`src/sbc_map.svh`:
```
// Purpose: Named constants for the sleep, time-tag and barometric command block.
// Assumes: 100 MHz system clock.
// Notes: Times are kept in their own units; cycle counts derive from them.
`ifndef SBC_MAP_SVH
`define SBC_MAP_SVH
`define SBC_CLK_MHZ 100
`define SBC_WAKE_MS 600
`define SBC_WAKE_CYC (`SBC_WAKE_MS * 1000 * `SBC_CLK_MHZ)
`define SBC_SEC_CYC (1000000 * `SBC_CLK_MHZ)
`define SBC_US_CYC `SBC_CLK_MHZ
`define SBC_HOUR_SEC 3600
`define SBC_TMO_MIN 8'h05
`define SBC_TMO_MAX 8'hFF
`define SBC_TMO_DEF 8'h0A
`define SBC_TEND_NEED 3'h4
`define SBC_PAD_DIGITS 4'h9
`define SBC_DA_ROUND_FT 16'h0064
`define SBC_PA_ROUND_FT 16'h000A
`define SBC_MODE_CONT_P 3'h1
`define SBC_MODE_DISP 3'h2
`endif

```
`src/sbc_pkg.sv`:
```
// Purpose: Types shared by the command block files.
// Assumes: Nothing beyond the constant header.
// Notes: Command codes and reply kinds.
package sbc_pkg;
  typedef enum logic [3:0] {
    SBC_CMD_NONE = 4'h0,
    SBC_CMD_PRESS = 4'h1,
    SBC_CMD_PERIOD = 4'h2,
    SBC_CMD_FIELD = 4'h3,
    SBC_CMD_STATION = 4'h4,
    SBC_CMD_SEALVL = 4'h5,
    SBC_CMD_ALTSET = 4'h6,
    SBC_CMD_DENSALT = 4'h7,
    SBC_CMD_PRESALT = 4'h8,
    SBC_CMD_TEND = 4'h9
  } sbc_cmd_t;
  typedef enum logic [1:0] {
    SBC_STAMP_NONE = 2'h0,
    SBC_STAMP_VALUE = 2'h1,
    SBC_STAMP_ERR = 2'h2
  } sbc_stamp_t;
endpackage : sbc_pkg

```
`src/sbc_sync.sv`:
```
// Purpose: Two-flop synchroniser for pin inputs.
// Assumes: Asynchronous active-low reset.
// Notes: The first stage is read only by the second.
`timescale 1ns/1ps
module sbc_sync (
  input wire logic sys_clk_in,
  input wire logic rstn_in,
  input wire logic async_in,
  output logic sync_out
);
  logic meta_reg;
  always_ff @(posedge sys_clk_in or negedge rstn_in) begin
    if (!rstn_in) begin
      meta_reg <= 1'b0;
      sync_out <= 1'b0;
    end else begin
      meta_reg <= async_in;
      sync_out <= meta_reg;
    end
  end
endmodule : sbc_sync

```
`src/sbc_tend_mem.sv`:
```
// Purpose: Four-entry store of the most recent hourly pressure samples.
// Assumes: One write per hour at most.
// Notes: Read data come out of registers; entry 0 is the newest sample.
`timescale 1ns/1ps
module sbc_tend_mem (
  input wire logic sys_clk_in,
  input wire logic rstn_in,
  input wire logic wr_in,
  input wire logic [31:0] data_in,
  output logic [31:0] newest_out,
  output logic [31:0] oldest_out
);
  logic [31:0] ent_reg [0:3];
  genvar i;
  generate
    for (i = 0; i < 4; i = i + 1) begin : g_ent
      always_ff @(posedge sys_clk_in or negedge rstn_in) begin
        if (!rstn_in) begin
          ent_reg[i] <= 32'h0000_0000;
        end else if (wr_in) begin
          ent_reg[i] <= (i == 0) ? data_in : ent_reg[(i == 0) ? 0 : i - 1];
        end
      end
    end
  endgenerate
  always_ff @(posedge sys_clk_in or negedge rstn_in) begin
    if (!rstn_in) begin
      newest_out <= 32'h0000_0000;
      oldest_out <= 32'h0000_0000;
    end else begin
      newest_out <= ent_reg[0];
      oldest_out <= ent_reg[3];
    end
  end
endmodule : sbc_tend_mem

```
`src/sbc_top.sv`:
```
// Purpose: Sleep control, reply time tag and barometric command dispatch.
// Assumes: Arithmetic, integration and serial framing live outside this block.
// Notes: All settings arrive as plain ports; outputs come from flip-flops.
//
// Summary of operation
// - Asleep, wake 0.6 s after any character on either serial port.
// - The waking character is dropped and never forwarded as command data.
// - Doze enable 0 disables sleep, 1 enables it; default 0.
// - With doze on, sleep after idle timeout seconds without any character.
// - Idle timeout is integer seconds 5 to 255, default 10.
// - Continuous pressure or display mode, or background fetch, inhibit sleep.
// - Time tag enable 1 appends microsecond stamp to pressure and period replies.
// - Stamp is interval from integration midpoint to first reply character start.
// - Fixed-width padding makes the stamp exactly nine digits.
// - With background fetch on, the error token replaces the stamp.
// - Field, station, sea-level, altimeter commands measure fresh, reply in pressure unit.
// - Density altitude reply rounds to 100 feet, unit by its selection.
// - Pressure altitude reply rounds to 10 feet, unit by its selection.
// - Sea-level computation takes station and sensor elevation plus reduction term.
// - Tendency code is computed only while background fetch is enabled.
// - Sample at power-up then hourly; code from four newest hourly samples.
// - Recompute the tendency code at every new hourly sample.
// - Tendency request before four samples answers with not-ready.
// - Nonzero reduction constant is used, otherwise the reduction ratio.
`timescale 1ns/1ps
`include "sbc_map.svh"
module sbc_top #(
  parameter int unsigned WAKE_CYC = `SBC_WAKE_CYC,
  parameter int unsigned SEC_CYC = `SBC_SEC_CYC,
  parameter int unsigned HOUR_SEC = `SBC_HOUR_SEC
) (
  input wire logic sys_clk_in,
  input wire logic rstn_in,
  input wire logic rx_char_a_in,
  input wire logic rx_char_b_in,
  input wire logic [7:0] rx_data_in,
  input wire logic doze_enable_in,
  input wire logic [7:0] doze_idle_timeout_in,
  input wire logic [2:0] output_mode_select_in,
  input wire logic background_fetch_enable_in,
  input wire logic reply_time_tag_enable_in,
  input wire logic fixed_width_padding_in,
  input wire logic density_altitude_unit_in,
  input wire logic pressure_altitude_unit_in,
  input wire logic [31:0] reduction_constant_in,
  input wire logic cmd_valid_in,
  input wire sbc_pkg::sbc_cmd_t cmd_in,
  input wire logic integ_mid_in,
  input wire logic first_char_start_in,
  input wire logic meas_done_in,
  input wire logic [31:0] meas_pressure_in,
  output logic asleep_out,
  output logic rx_char_valid_out,
  output logic [7:0] rx_char_out,
  output logic meas_start_out,
  output sbc_pkg::sbc_cmd_t calc_cmd_out,
  output logic calc_use_constant_out,
  output logic [15:0] calc_round_ft_out,
  output logic calc_unit_meters_out,
  output sbc_pkg::sbc_stamp_t stamp_kind_out,
  output logic [31:0] stamp_us_out,
  output logic [3:0] stamp_digits_out,
  output logic tend_valid_out,
  output logic tend_not_ready_out,
  output logic tend_update_out,
  output logic [31:0] tend_delta_out
);
  import sbc_pkg::*;

  ////////////////////////////////////////////////////////////////////////////
  logic rx_a_sync;
  logic rx_b_sync;
  logic rx_a_dly_reg;
  logic rx_b_dly_reg;
  logic rx_evt;

  sbc_sync u_sync_a (
    .sys_clk_in(sys_clk_in),
    .rstn_in(rstn_in),
    .async_in(rx_char_a_in),
    .sync_out(rx_a_sync)
  );
  sbc_sync u_sync_b (
    .sys_clk_in(sys_clk_in),
    .rstn_in(rstn_in),
    .async_in(rx_char_b_in),
    .sync_out(rx_b_sync)
  );

  // Each character strobe is a level toggle-free pulse; detect its rising edge.
  always_ff @(posedge sys_clk_in or negedge rstn_in) begin
    if (!rstn_in) begin
      rx_a_dly_reg <= 1'b0;
      rx_b_dly_reg <= 1'b0;
    end else begin
      rx_a_dly_reg <= rx_a_sync;
      rx_b_dly_reg <= rx_b_sync;
    end
  end
  assign rx_evt = (rx_a_sync & ~rx_a_dly_reg) | (rx_b_sync & ~rx_b_dly_reg);

  ////////////////////////////////////////////////////////////////////////////
  typedef enum logic [2:0] {
    SBC_PWR_AWAKE = 3'b001,
    SBC_PWR_SLEEP = 3'b010,
    SBC_PWR_WAKING = 3'b100
  } sbc_pwr_t;

  sbc_pwr_t pwr_reg;
  logic [31:0] sec_cnt_reg;
  logic [7:0] idle_sec_reg;
  logic [31:0] wake_cnt_reg;
  logic [7:0] tmo_eff;
  logic inhibit;

  // Out-of-range timeout settings fall back to the default.
  always_comb begin
    if (doze_idle_timeout_in < `SBC_TMO_MIN) begin
      tmo_eff = `SBC_TMO_DEF;
    end else begin
      tmo_eff = doze_idle_timeout_in;
    end
  end

  assign inhibit = (output_mode_select_in == `SBC_MODE_CONT_P) ||
                   (output_mode_select_in == `SBC_MODE_DISP) ||
                   background_fetch_enable_in;

  // Idle seconds counter, restarted by any character on either port.
  always_ff @(posedge sys_clk_in or negedge rstn_in) begin
    if (!rstn_in) begin
      sec_cnt_reg <= 32'h0000_0000;
      idle_sec_reg <= 8'h00;
    end else if (rx_evt || pwr_reg != SBC_PWR_AWAKE) begin
      sec_cnt_reg <= 32'h0000_0000;
      idle_sec_reg <= 8'h00;
    end else if (sec_cnt_reg == SEC_CYC - 1) begin
      sec_cnt_reg <= 32'h0000_0000;
      if (idle_sec_reg != `SBC_TMO_MAX) begin
        idle_sec_reg <= idle_sec_reg + 8'h01;
      end
    end else begin
      sec_cnt_reg <= sec_cnt_reg + 32'h0000_0001;
    end
  end

  always_ff @(posedge sys_clk_in or negedge rstn_in) begin
    if (!rstn_in) begin
      pwr_reg <= SBC_PWR_AWAKE;
      wake_cnt_reg <= 32'h0000_0000;
    end else begin
      unique case (pwr_reg)
        SBC_PWR_AWAKE: begin
          if (doze_enable_in && !inhibit && !rx_evt && idle_sec_reg >= tmo_eff) begin
            pwr_reg <= SBC_PWR_SLEEP;
          end
        end
        SBC_PWR_SLEEP: begin
          if (rx_evt) begin
            pwr_reg <= SBC_PWR_WAKING;
            wake_cnt_reg <= 32'h0000_0000;
          end
        end
        SBC_PWR_WAKING: begin
          if (wake_cnt_reg == WAKE_CYC - 1) begin
            pwr_reg <= SBC_PWR_AWAKE;
          end else begin
            wake_cnt_reg <= wake_cnt_reg + 32'h0000_0001;
          end
        end
      endcase
    end
  end

  // Characters pass on only while awake; the waking one is swallowed.
  always_ff @(posedge sys_clk_in or negedge rstn_in) begin
    if (!rstn_in) begin
      asleep_out <= 1'b0;
      rx_char_valid_out <= 1'b0;
      rx_char_out <= 8'h00;
    end else begin
      asleep_out <= (pwr_reg != SBC_PWR_AWAKE);
      rx_char_valid_out <= rx_evt && (pwr_reg == SBC_PWR_AWAKE);
      if (rx_evt) begin
        rx_char_out <= rx_data_in;
      end
    end
  end

  ////////////////////////////////////////////////////////////////////////////
  logic [6:0] us_div_reg;
  logic [31:0] us_cnt_reg;
  logic [31:0] mid_us_reg;
  logic stamp_cmd_reg;

  // Free-running microsecond counter.
  always_ff @(posedge sys_clk_in or negedge rstn_in) begin
    if (!rstn_in) begin
      us_div_reg <= 7'h00;
      us_cnt_reg <= 32'h0000_0000;
    end else if (us_div_reg == 7'(`SBC_US_CYC - 1)) begin
      us_div_reg <= 7'h00;
      us_cnt_reg <= us_cnt_reg + 32'h0000_0001;
    end else begin
      us_div_reg <= us_div_reg + 7'h01;
    end
  end

  always_ff @(posedge sys_clk_in or negedge rstn_in) begin
    if (!rstn_in) begin
      mid_us_reg <= 32'h0000_0000;
      stamp_cmd_reg <= 1'b0;
    end else begin
      if (integ_mid_in) begin
        mid_us_reg <= us_cnt_reg;
      end
      if (cmd_valid_in) begin
        stamp_cmd_reg <= (cmd_in == SBC_CMD_PRESS) || (cmd_in == SBC_CMD_PERIOD);
      end
    end
  end

  always_ff @(posedge sys_clk_in or negedge rstn_in) begin
    if (!rstn_in) begin
      stamp_kind_out <= SBC_STAMP_NONE;
      stamp_us_out <= 32'h0000_0000;
      stamp_digits_out <= 4'h0;
    end else if (first_char_start_in) begin
      stamp_us_out <= us_cnt_reg - mid_us_reg;
      stamp_digits_out <= fixed_width_padding_in ? `SBC_PAD_DIGITS : 4'h0;
      if (!reply_time_tag_enable_in || !stamp_cmd_reg) begin
        stamp_kind_out <= SBC_STAMP_NONE;
      end else if (background_fetch_enable_in) begin
        stamp_kind_out <= SBC_STAMP_ERR;
      end else begin
        stamp_kind_out <= SBC_STAMP_VALUE;
      end
    end
  end

  ////////////////////////////////////////////////////////////////////////////
  // Command dispatch to the external arithmetic.
  always_ff @(posedge sys_clk_in or negedge rstn_in) begin
    if (!rstn_in) begin
      meas_start_out <= 1'b0;
      calc_cmd_out <= SBC_CMD_NONE;
      calc_use_constant_out <= 1'b0;
      calc_round_ft_out <= 16'h0000;
      calc_unit_meters_out <= 1'b0;
    end else begin
      meas_start_out <= 1'b0;
      if (cmd_valid_in && cmd_in != SBC_CMD_TEND && cmd_in != SBC_CMD_NONE) begin
        meas_start_out <= 1'b1;
        calc_cmd_out <= cmd_in;
        calc_use_constant_out <= (reduction_constant_in != 32'h0000_0000);
        unique case (cmd_in)
          SBC_CMD_DENSALT: begin
            calc_round_ft_out <= `SBC_DA_ROUND_FT;
            calc_unit_meters_out <= density_altitude_unit_in;
          end
          SBC_CMD_PRESALT: begin
            calc_round_ft_out <= `SBC_PA_ROUND_FT;
            calc_unit_meters_out <= pressure_altitude_unit_in;
          end
          default: begin
            calc_round_ft_out <= 16'h0000;
            calc_unit_meters_out <= 1'b0;
          end
        endcase
      end
    end
  end

  ////////////////////////////////////////////////////////////////////////////
  logic [31:0] hr_cyc_reg;
  logic [11:0] hr_sec_reg;
  logic take_sample_reg;
  logic fetch_on_reg;
  logic [2:0] samples_reg;
  logic calc_pend_reg;
  logic calc_pend2_reg;
  logic [31:0] newest;
  logic [31:0] oldest;

  // Hourly sample clock runs always; first sample at power-up; samples are stored only while fetch runs.
  always_ff @(posedge sys_clk_in or negedge rstn_in) begin
    if (!rstn_in) begin
      hr_cyc_reg <= 32'h0000_0000;
      hr_sec_reg <= 12'h000;
      take_sample_reg <= 1'b1;
    end else begin
      if (meas_done_in && take_sample_reg && background_fetch_enable_in) begin
        take_sample_reg <= 1'b0;
      end
      if (hr_cyc_reg == SEC_CYC - 1) begin
        hr_cyc_reg <= 32'h0000_0000;
        if (hr_sec_reg == 12'(HOUR_SEC - 1)) begin
          hr_sec_reg <= 12'h000;
          take_sample_reg <= 1'b1;
        end else begin
          hr_sec_reg <= hr_sec_reg + 12'h001;
        end
      end else begin
        hr_cyc_reg <= hr_cyc_reg + 32'h0000_0001;
      end
    end
  end

  logic sample_wr;
  assign sample_wr = meas_done_in && take_sample_reg && background_fetch_enable_in;

  sbc_tend_mem u_mem (
    .sys_clk_in(sys_clk_in),
    .rstn_in(rstn_in),
    .wr_in(sample_wr),
    .data_in(meas_pressure_in),
    .newest_out(newest),
    .oldest_out(oldest)
  );

  always_ff @(posedge sys_clk_in or negedge rstn_in) begin
    if (!rstn_in) begin
      samples_reg <= 3'h0;
      calc_pend_reg <= 1'b0;
      calc_pend2_reg <= 1'b0;
      fetch_on_reg <= 1'b0;
      tend_valid_out <= 1'b0;
      tend_update_out <= 1'b0;
      tend_delta_out <= 32'h0000_0000;
    end else begin
      fetch_on_reg <= background_fetch_enable_in;
      tend_update_out <= 1'b0;
      if (sample_wr && samples_reg != `SBC_TEND_NEED) begin
        samples_reg <= samples_reg + 3'h1;
      end
      // Memory read registers lag the write by two edges.
      calc_pend_reg <= sample_wr;
      calc_pend2_reg <= calc_pend_reg;
      if (calc_pend2_reg && samples_reg == `SBC_TEND_NEED && fetch_on_reg) begin
        tend_delta_out <= newest - oldest;
        tend_valid_out <= 1'b1;
        tend_update_out <= 1'b1;
      end
    end
  end

  always_ff @(posedge sys_clk_in or negedge rstn_in) begin
    if (!rstn_in) begin
      tend_not_ready_out <= 1'b0;
    end else begin
      tend_not_ready_out <= cmd_valid_in && (cmd_in == SBC_CMD_TEND) &&
                            !tend_valid_out;
    end
  end
endmodule : sbc_top

```
`config.mk`:
```
export PLATFORM = sky130hd
export DESIGN_NAME = sbc_top
export DESIGN_NICKNAME = d
export VERILOG_FILES = /design/src/sbc_pkg.sv /design/src/sbc_sync.sv /design/src/sbc_tend_mem.sv /design/src/sbc_top.sv
export VERILOG_INCLUDE_DIRS = /design/src
export SDC_FILE = /design/constraint.sdc
export NUM_CORES = 1
export LEC_CHECK = 0
export ABC_AREA = 1
export BUFFER_PORTS_ARGS = -buffer_cell sky130_fd_sc_hd__buf_2
export CELL_PAD_IN_SITES_DETAIL_PLACEMENT = 2
export CELL_PAD_IN_SITES_GLOBAL_PLACEMENT = 2
export CORE_AREA = 2 2 295 238
export DETAILED_ROUTE_END_ITERATION = 7
export DIE_AREA = 0 0 297 240
export PLACE_DENSITY = 0.87
export RECOVER_POWER = 100
export SETUP_SLACK_MARGIN = 0.3
export SYNTH_ARGS = -nofsm -noshare
export SYNTH_HDL_FRONTEND = slang
export SYNTH_SLANG_ARGS = --single-unit
export TNS_END_PERCENT = 30
```
`constraint.sdc`:
```
create_clock -name sys_clk_in -period 4.2 [get_ports sys_clk_in]
set_input_delay 0.42 -clock sys_clk_in [delete_from_list [all_inputs] [get_ports sys_clk_in]]
set_output_delay 0.42 -clock sys_clk_in [all_outputs]
set_load 0.1 [all_outputs]
```
* Yosys cells after proc, flatten, opt, wreduce, memory -nomap -nowiden
Cells that the tools add are included.
** Storage, ports and cells
- Flip-flop bits (word level) :: 502
- Input bits :: 101
- Output and inout bits :: 106
- Word-level logic and storage cells :: 140
** Operators by class
- Add/sub/neg operators :: 10
- $lt $le $gt $ge :: 2
- Equality and inequality tests :: 24
- Muxes and demuxes :: 26
- Bitwise gates (word level) :: 5
- Reduce and logical (&&, ||, !) cells :: 31
** Operators by type and width (number)
- two-way mux 32 bit :: 5
- adder 32 x 1 -> 32 bit (second input constant) :: 4
- == test 32 x 27 -> 1 bit (second input constant) :: 2
- case mux 32 bit (2 select lines) :: 1
- subtractor 32 bit :: 2
- == test 32 x 26 -> 1 bit (second input constant) :: 1
- two-way mux 8 bit :: 4
- nonzero test 32 bit :: 1
- case mux 7 bit (2 select lines) :: 1
- logical AND 1 bit :: 13
- adder 12 x 1 -> 12 bit (second input constant) :: 1
- == test 12 bit (second input constant) :: 1
- two-way mux 12 bit :: 1
- two-way mux 3 bit :: 3
- case mux 3 bit (3 select lines) :: 1
- adder 8 x 1 -> 8 bit (second input constant) :: 1
- == test 4 bit (second input constant) :: 2
- greater-or-equal comparator 8 bit :: 1
- < comparator 8 x 3 -> 1 bit (second input constant) :: 1
- != test 2 bit (second input constant) :: 4
- != test 8 bit (second input constant) :: 1
- adder 7 x 1 -> 7 bit (second input constant) :: 1
- == test 7 bit (second input constant) :: 1
- two-way mux 7 bit :: 1
- 23 further kinds :: 44

* Logic depth before layout (Yosys ltp)
- Word-level depth :: 9
- Depth in mapped cells :: 15
- Gate-level depth less buffers :: 15

* Modules after synthesis
A second synthesis with hierarchy kept.
** Second synthesis, totals
- Cells, all modules :: 3406
- Area total of the unflattened synthesis :: 25893.6 µm²
** Modules (own cells, without submodules)
- sbc_top :: instances 1, cells each 2797, area each 19232.2 µm², sequential area each 7234.4 µm²
- sbc_tend_mem :: instances 1, cells each 605, area each 6561.3 µm², sequential area each 4804.6 µm²
- sbc_sync :: instances 2, cells each 2, area each 50.0 µm², sequential area each 50.0 µm²

* Worst setup path after synthesis
Ideal clock, no wire load.
- Path kind :: reg-to-reg
- Start :: register us_cnt_reg[0]
- End :: register stamp_us_out[28]
- Setup time :: 0.120 ns
- Arrival :: 1.773 ns
- Required time :: 4.080 ns
- Setup slack :: 2.307 ns
- Cell stages (with the launch flop) :: 14
- Buffers on the path :: 0
- Period minus slack after synthesis :: 1.893 ns
- Path through :: dfrtp_1 -> inv_1 -> ha_1 -> fa_1 -> inv_1 -> nand3_1 -> nand3_1 -> nand3_1 -> nand3_1 -> nand2_1 -> nand2_1 -> nand2_1 -> nand3_1 -> nand2_1
** Between the ends
- Cells in the longest elaborated chain, start to end :: 1
** Ends and longest elaborated chain
- start: declaration :: line sbc_top.sv:192 : logic [31:0] us_cnt_reg;
- start signal: assignment :: line sbc_top.sv:203 : us_cnt_reg <= us_cnt_reg + 32'h0000_0001;
- subtractor 32 bit :: line sbc_top.sv:229 : stamp_us_out <= us_cnt_reg - mid_us_reg;
- end signal: assignment :: line sbc_top.sv:229
- end: declaration :: line sbc_top.sv:61 : output logic [31:0] stamp_us_out,
No other way between the ends.
A chain may end at the register's enable or synchronous reset.

* Worst setup path after layout
- Start :: register pwr_reg[0]
- End :: register idle_sec_reg[6]
** Between the ends
- Cells in the longest elaborated chain, start to end :: 4
- Elaborated cells between the ends (all ways) :: 6
- Classes of those cells :: 1 x eq/ne; 1 x mux; 4 x reduce/logical
** Ends and longest elaborated chain
- start: declaration :: line sbc_top.sv:109 : sbc_pwr_t pwr_reg;
- start signal: assignment :: line sbc_top.sv:149 : pwr_reg <= SBC_PWR_AWAKE;
- start signal: assignment :: line sbc_top.sv:155 : pwr_reg <= SBC_PWR_SLEEP;
- start signal: assignment :: line sbc_top.sv:160 : pwr_reg <= SBC_PWR_WAKING;
- != test 3 x 1 -> 1 bit (*) :: line sbc_top.sv:134 : end else if (rx_evt || pwr_reg != SBC_PWR_AWAKE) begin
- logical OR 1 bit (*) :: line sbc_top.sv:134
- nonzero test 2 bit (no line)
- AND reduction 2 bit (no line)
- end signal: assignment :: line sbc_top.sv:140 : idle_sec_reg <= idle_sec_reg + 8'h01;
- end: declaration :: line sbc_top.sv:111 : logic [7:0] idle_sec_reg;
Mark *: on every way between the ends. The rest lies on a longest branch, timed or not.

==> qor.yml <==
drv_slew: 411
synth_area_um2: 25800
dp_hpwl_um: 70300
core_um2: 68400
worst_ir_drop_vdd_mv: 0.425
crit_path_max_incr_delay_ns: 1.00
cellPowerDensity_nw_per_um2: 616
slew_headroom_pct: -58.4
reg2reg_depth: 8
start_util_pct: 37.6
status: "finished with violations"
tns_ns: 0
crit_buf_inv: 2
portBuffers: 193
worstHoldPathCells: 3
rows: 86
path_cells: "inv_1 -> nor3_1 -> inv_1 -> nor2_1 -> nand2_1 -> nand2_4 -> nand2_1 -> o21ai_0"
worst_pin_slew_ns: 2.38
ys.flop_type: "dfrtp_1"
overflow: 0
maxCapViolCount: 6
fin_cells: 4587
layout-drive-gt1-share_pct: 6.06
synthDistinctLibCells: 51
cts_resized: 0
final_util_pct: 43.1
ant_nets: 0
use_met3_pct: 3.66
drc: 0
ctsHtreeMaxLevel: 2
root_buffer: "clkbuf_16"
syn_avg_cell_area_um2: 7.54
largest_register_ffs: 128
hold_end: "u_mem.ent_reg[123]"
r2r-end: "idle_sec_reg[6]"
ys_top_cells_by_count: "1,175 x nand2_1, 506 x inv_1, 483 x dfrtp_1, 285 x nor2_1, 186 x nand3_1"
cts_buffers: 52
drt_wl_total_um: 103000
ctsLongestPathBuffers: 3
syn_inst: 3415
synth_top_area_share_pct: 46.9
crit_fanout: 16
hold_viol: 0
io_pins: 207
regArea_um2: 12100
startpoint_type: "flop"
use_met2_pct: 50.9
criticalPathCategory: "flop to flop"
grt_pass1_wl_um: 163000
cts_tree: "built"
cts.sinks: 485
dp_cells: 4477
period_minus_slack_ns: 3.28
grt_pass1_vias: 27491
place.gp.congestion: 0.851
path_clk_slew_ns: 0.07
worst_setup_path_end_kind: "flop"
r2r_start: "pwr_reg[0]"
die_y_um: 240
r2r_slack_ns: 0.92
setup_violations: 0
fillers: 7958
area_delta_synth_final_pct: 14.5
violations: "capacitance limit, slew limit"
vias: 23970
wl_per_cell_um: 22.4
seq_area_frac_synth_pct: 47.1
synth.area.top_cells: "dfrtp_1 47%, nand2_1 17%, inv_1 7.4%, nor2_1 4.2%, ha_1 3.8%"
yosys_warnings: 0
crit_arrival_ns: 3.83
die_width_um: 297
antenna_found_initial: 2
hp-start: "meas_pressure_in[27]"
clock_skew_ns: 0.0382
dieArea_um2: 71300
multi_input_area_um2: 11200
rsz0062_at_grt: "false"
final_nets: 3801
post-route-period-util_pct: 78.2
use_met1_pct: 37.3
synth_top_area_cell: "dfrtp_1"
via_per_inst: 5.23
async_flop_share_pct: 100
synth-seq-cells: 485
synth-edff-count: 0
max_freq_mhz: 304
grt_usage_pct: 28.9
hp-class: "input pin to flop"
grt_busiest_layer: "met2"
drt-initial-drc-count: 1324
worstSkewPairLatency_ns: 0.66
grt_max_degree: 118
yosysMostFrequentCell: "nand2_1"
cpLargestDelayFamily: "simple AND/OR/NAND/NOR gates"
p_leak_uw: 0.0149
firstDrtPassIters: 5
crit_slowest_cell: "nor2_1"
required_ns: 4.75
[layout by cell type, fill, tap and decap left out, types with 3 or more instances in the layout]
master | synthesis | routed
nand2_1 | 1175 | 1179
inv_1 | 506 | 506
dfrtp_1 | 483 | 483
nor2_1 | 285 | 289
o21ai_0 | 176 | 191
nand3_1 | 186 | 186
clkbuf_1 | 59 | 106
buf_2 | 5 | 95
nor3_1 | 87 | 88
ha_1 | 79 | 79
xor2_1 | 74 | 74
a21oi_1 | 61 | 61
clkbuf_16 | 0 | 54
xnor2_1 | 49 | 49
nand4_1 | 41 | 41
nor4_1 | 19 | 20
nand3b_1 | 14 | 14
conb_1 | 1 | 13
dlygate4sd3_1 | 0 | 12
bufinv_16 | 0 | 10
clkbuf_8 | 0 | 10
clkinv_2 | 0 | 9
nor3b_1 | 8 | 8
o21bai_1 | 7 | 7
o22ai_1 | 7 | 7
clkinvlp_4 | 0 | 7
buf_4 | 18 | 7
or2_2 | 6 | 6
clkinv_1 | 4 | 4
clkbuf_2 | 0 | 4
and3_1 | 3 | 3
nor3_2 | 4 | 3
a21boi_0 | 3 | 3
a21o_1 | 3 | 3
[stage by stage]
step	cell area (µm²)	power, µW	hold slack [ns]	worst slack, ns
final	29500	18200	0.0227	0.916
after global routing	29500	19100	0.0425	0.650
after CTS	29800	18300	0.00168	1.50
after detailed placement	27700	12600	0.336	1.53
after global placement	27700	12000	0.332	1.64
after floorplan	25800	10400	0.124	2.31
[worst min-delay path: stages]
cell	delay [ns]
buf_2	0.08
nand2_1	0.06
o21ai_0	0.08
[routing by layer]
metal | up-vias | routed length (µm)
met2 | 456 | 50700
met4 | 2 | 2770
met5 | - | 8
met3 | 170 | 3540
met1 | 12369 | 45700
li1 | 10973 | -
[timing repair]
action / CTS / global route
buffers inserted: 0 / 0
hold buffers: 12 / 0
endpoints found under the hold margin: 65 / 0
[cells by family after synthesis]
kind of cell | after synthesis | synth area share [%]
AND/OR/NAND/NOR | 1845 | 29.7
buffers and inverters | 597 | 9.04
flip-flops | 485 | 47.1
AO/OA/AOI/OAI | 282 | 5.94
XOR/XNOR | 123 | 4.18
adder cells (fa/ha/maj) | 81 | 3.99
other | 1 | 0.0146
multiplexers | 1 | 0.0437
[worst max-delay path by stage]
stage | endpoint | depth (start not counted) | from
after floorplan | stamp_us_out[28] | 13 | us_cnt_reg[0]
after global placement | u_mem.ent_reg[96] | 5 | background_fetch_enable_in
after detailed placement | wake_cnt_reg[24] | 12 | wake_cnt_reg[0]
after CTS | wake_cnt_reg[24] | 12 | wake_cnt_reg[0]
after global routing | idle_sec_reg[6] | 8 | pwr_reg[0]
final | idle_sec_reg[6] | 8 | pwr_reg[0]
[power breakdown]
part / total (µW) / switching (µW) / internal [µW]
logic: 6490 / 4950 / 1540
clock network: 5330 / 2190 / 3140
registers: 6340 / 682 / 5660
[layout make-up]
cell class | instances | area share, %
sequential | 485 | 41.2
multi-input combinational | 2345 | 38.1
timing repair buffer | 223 | 3.70
tap | 924 | 3.92
antenna | 2 | 0.0170
clock buffer | 67 | 5.09
clock inverter | 29 | 1.46
inverter | 512 | 6.52
(Power assumes the default switching activity.)
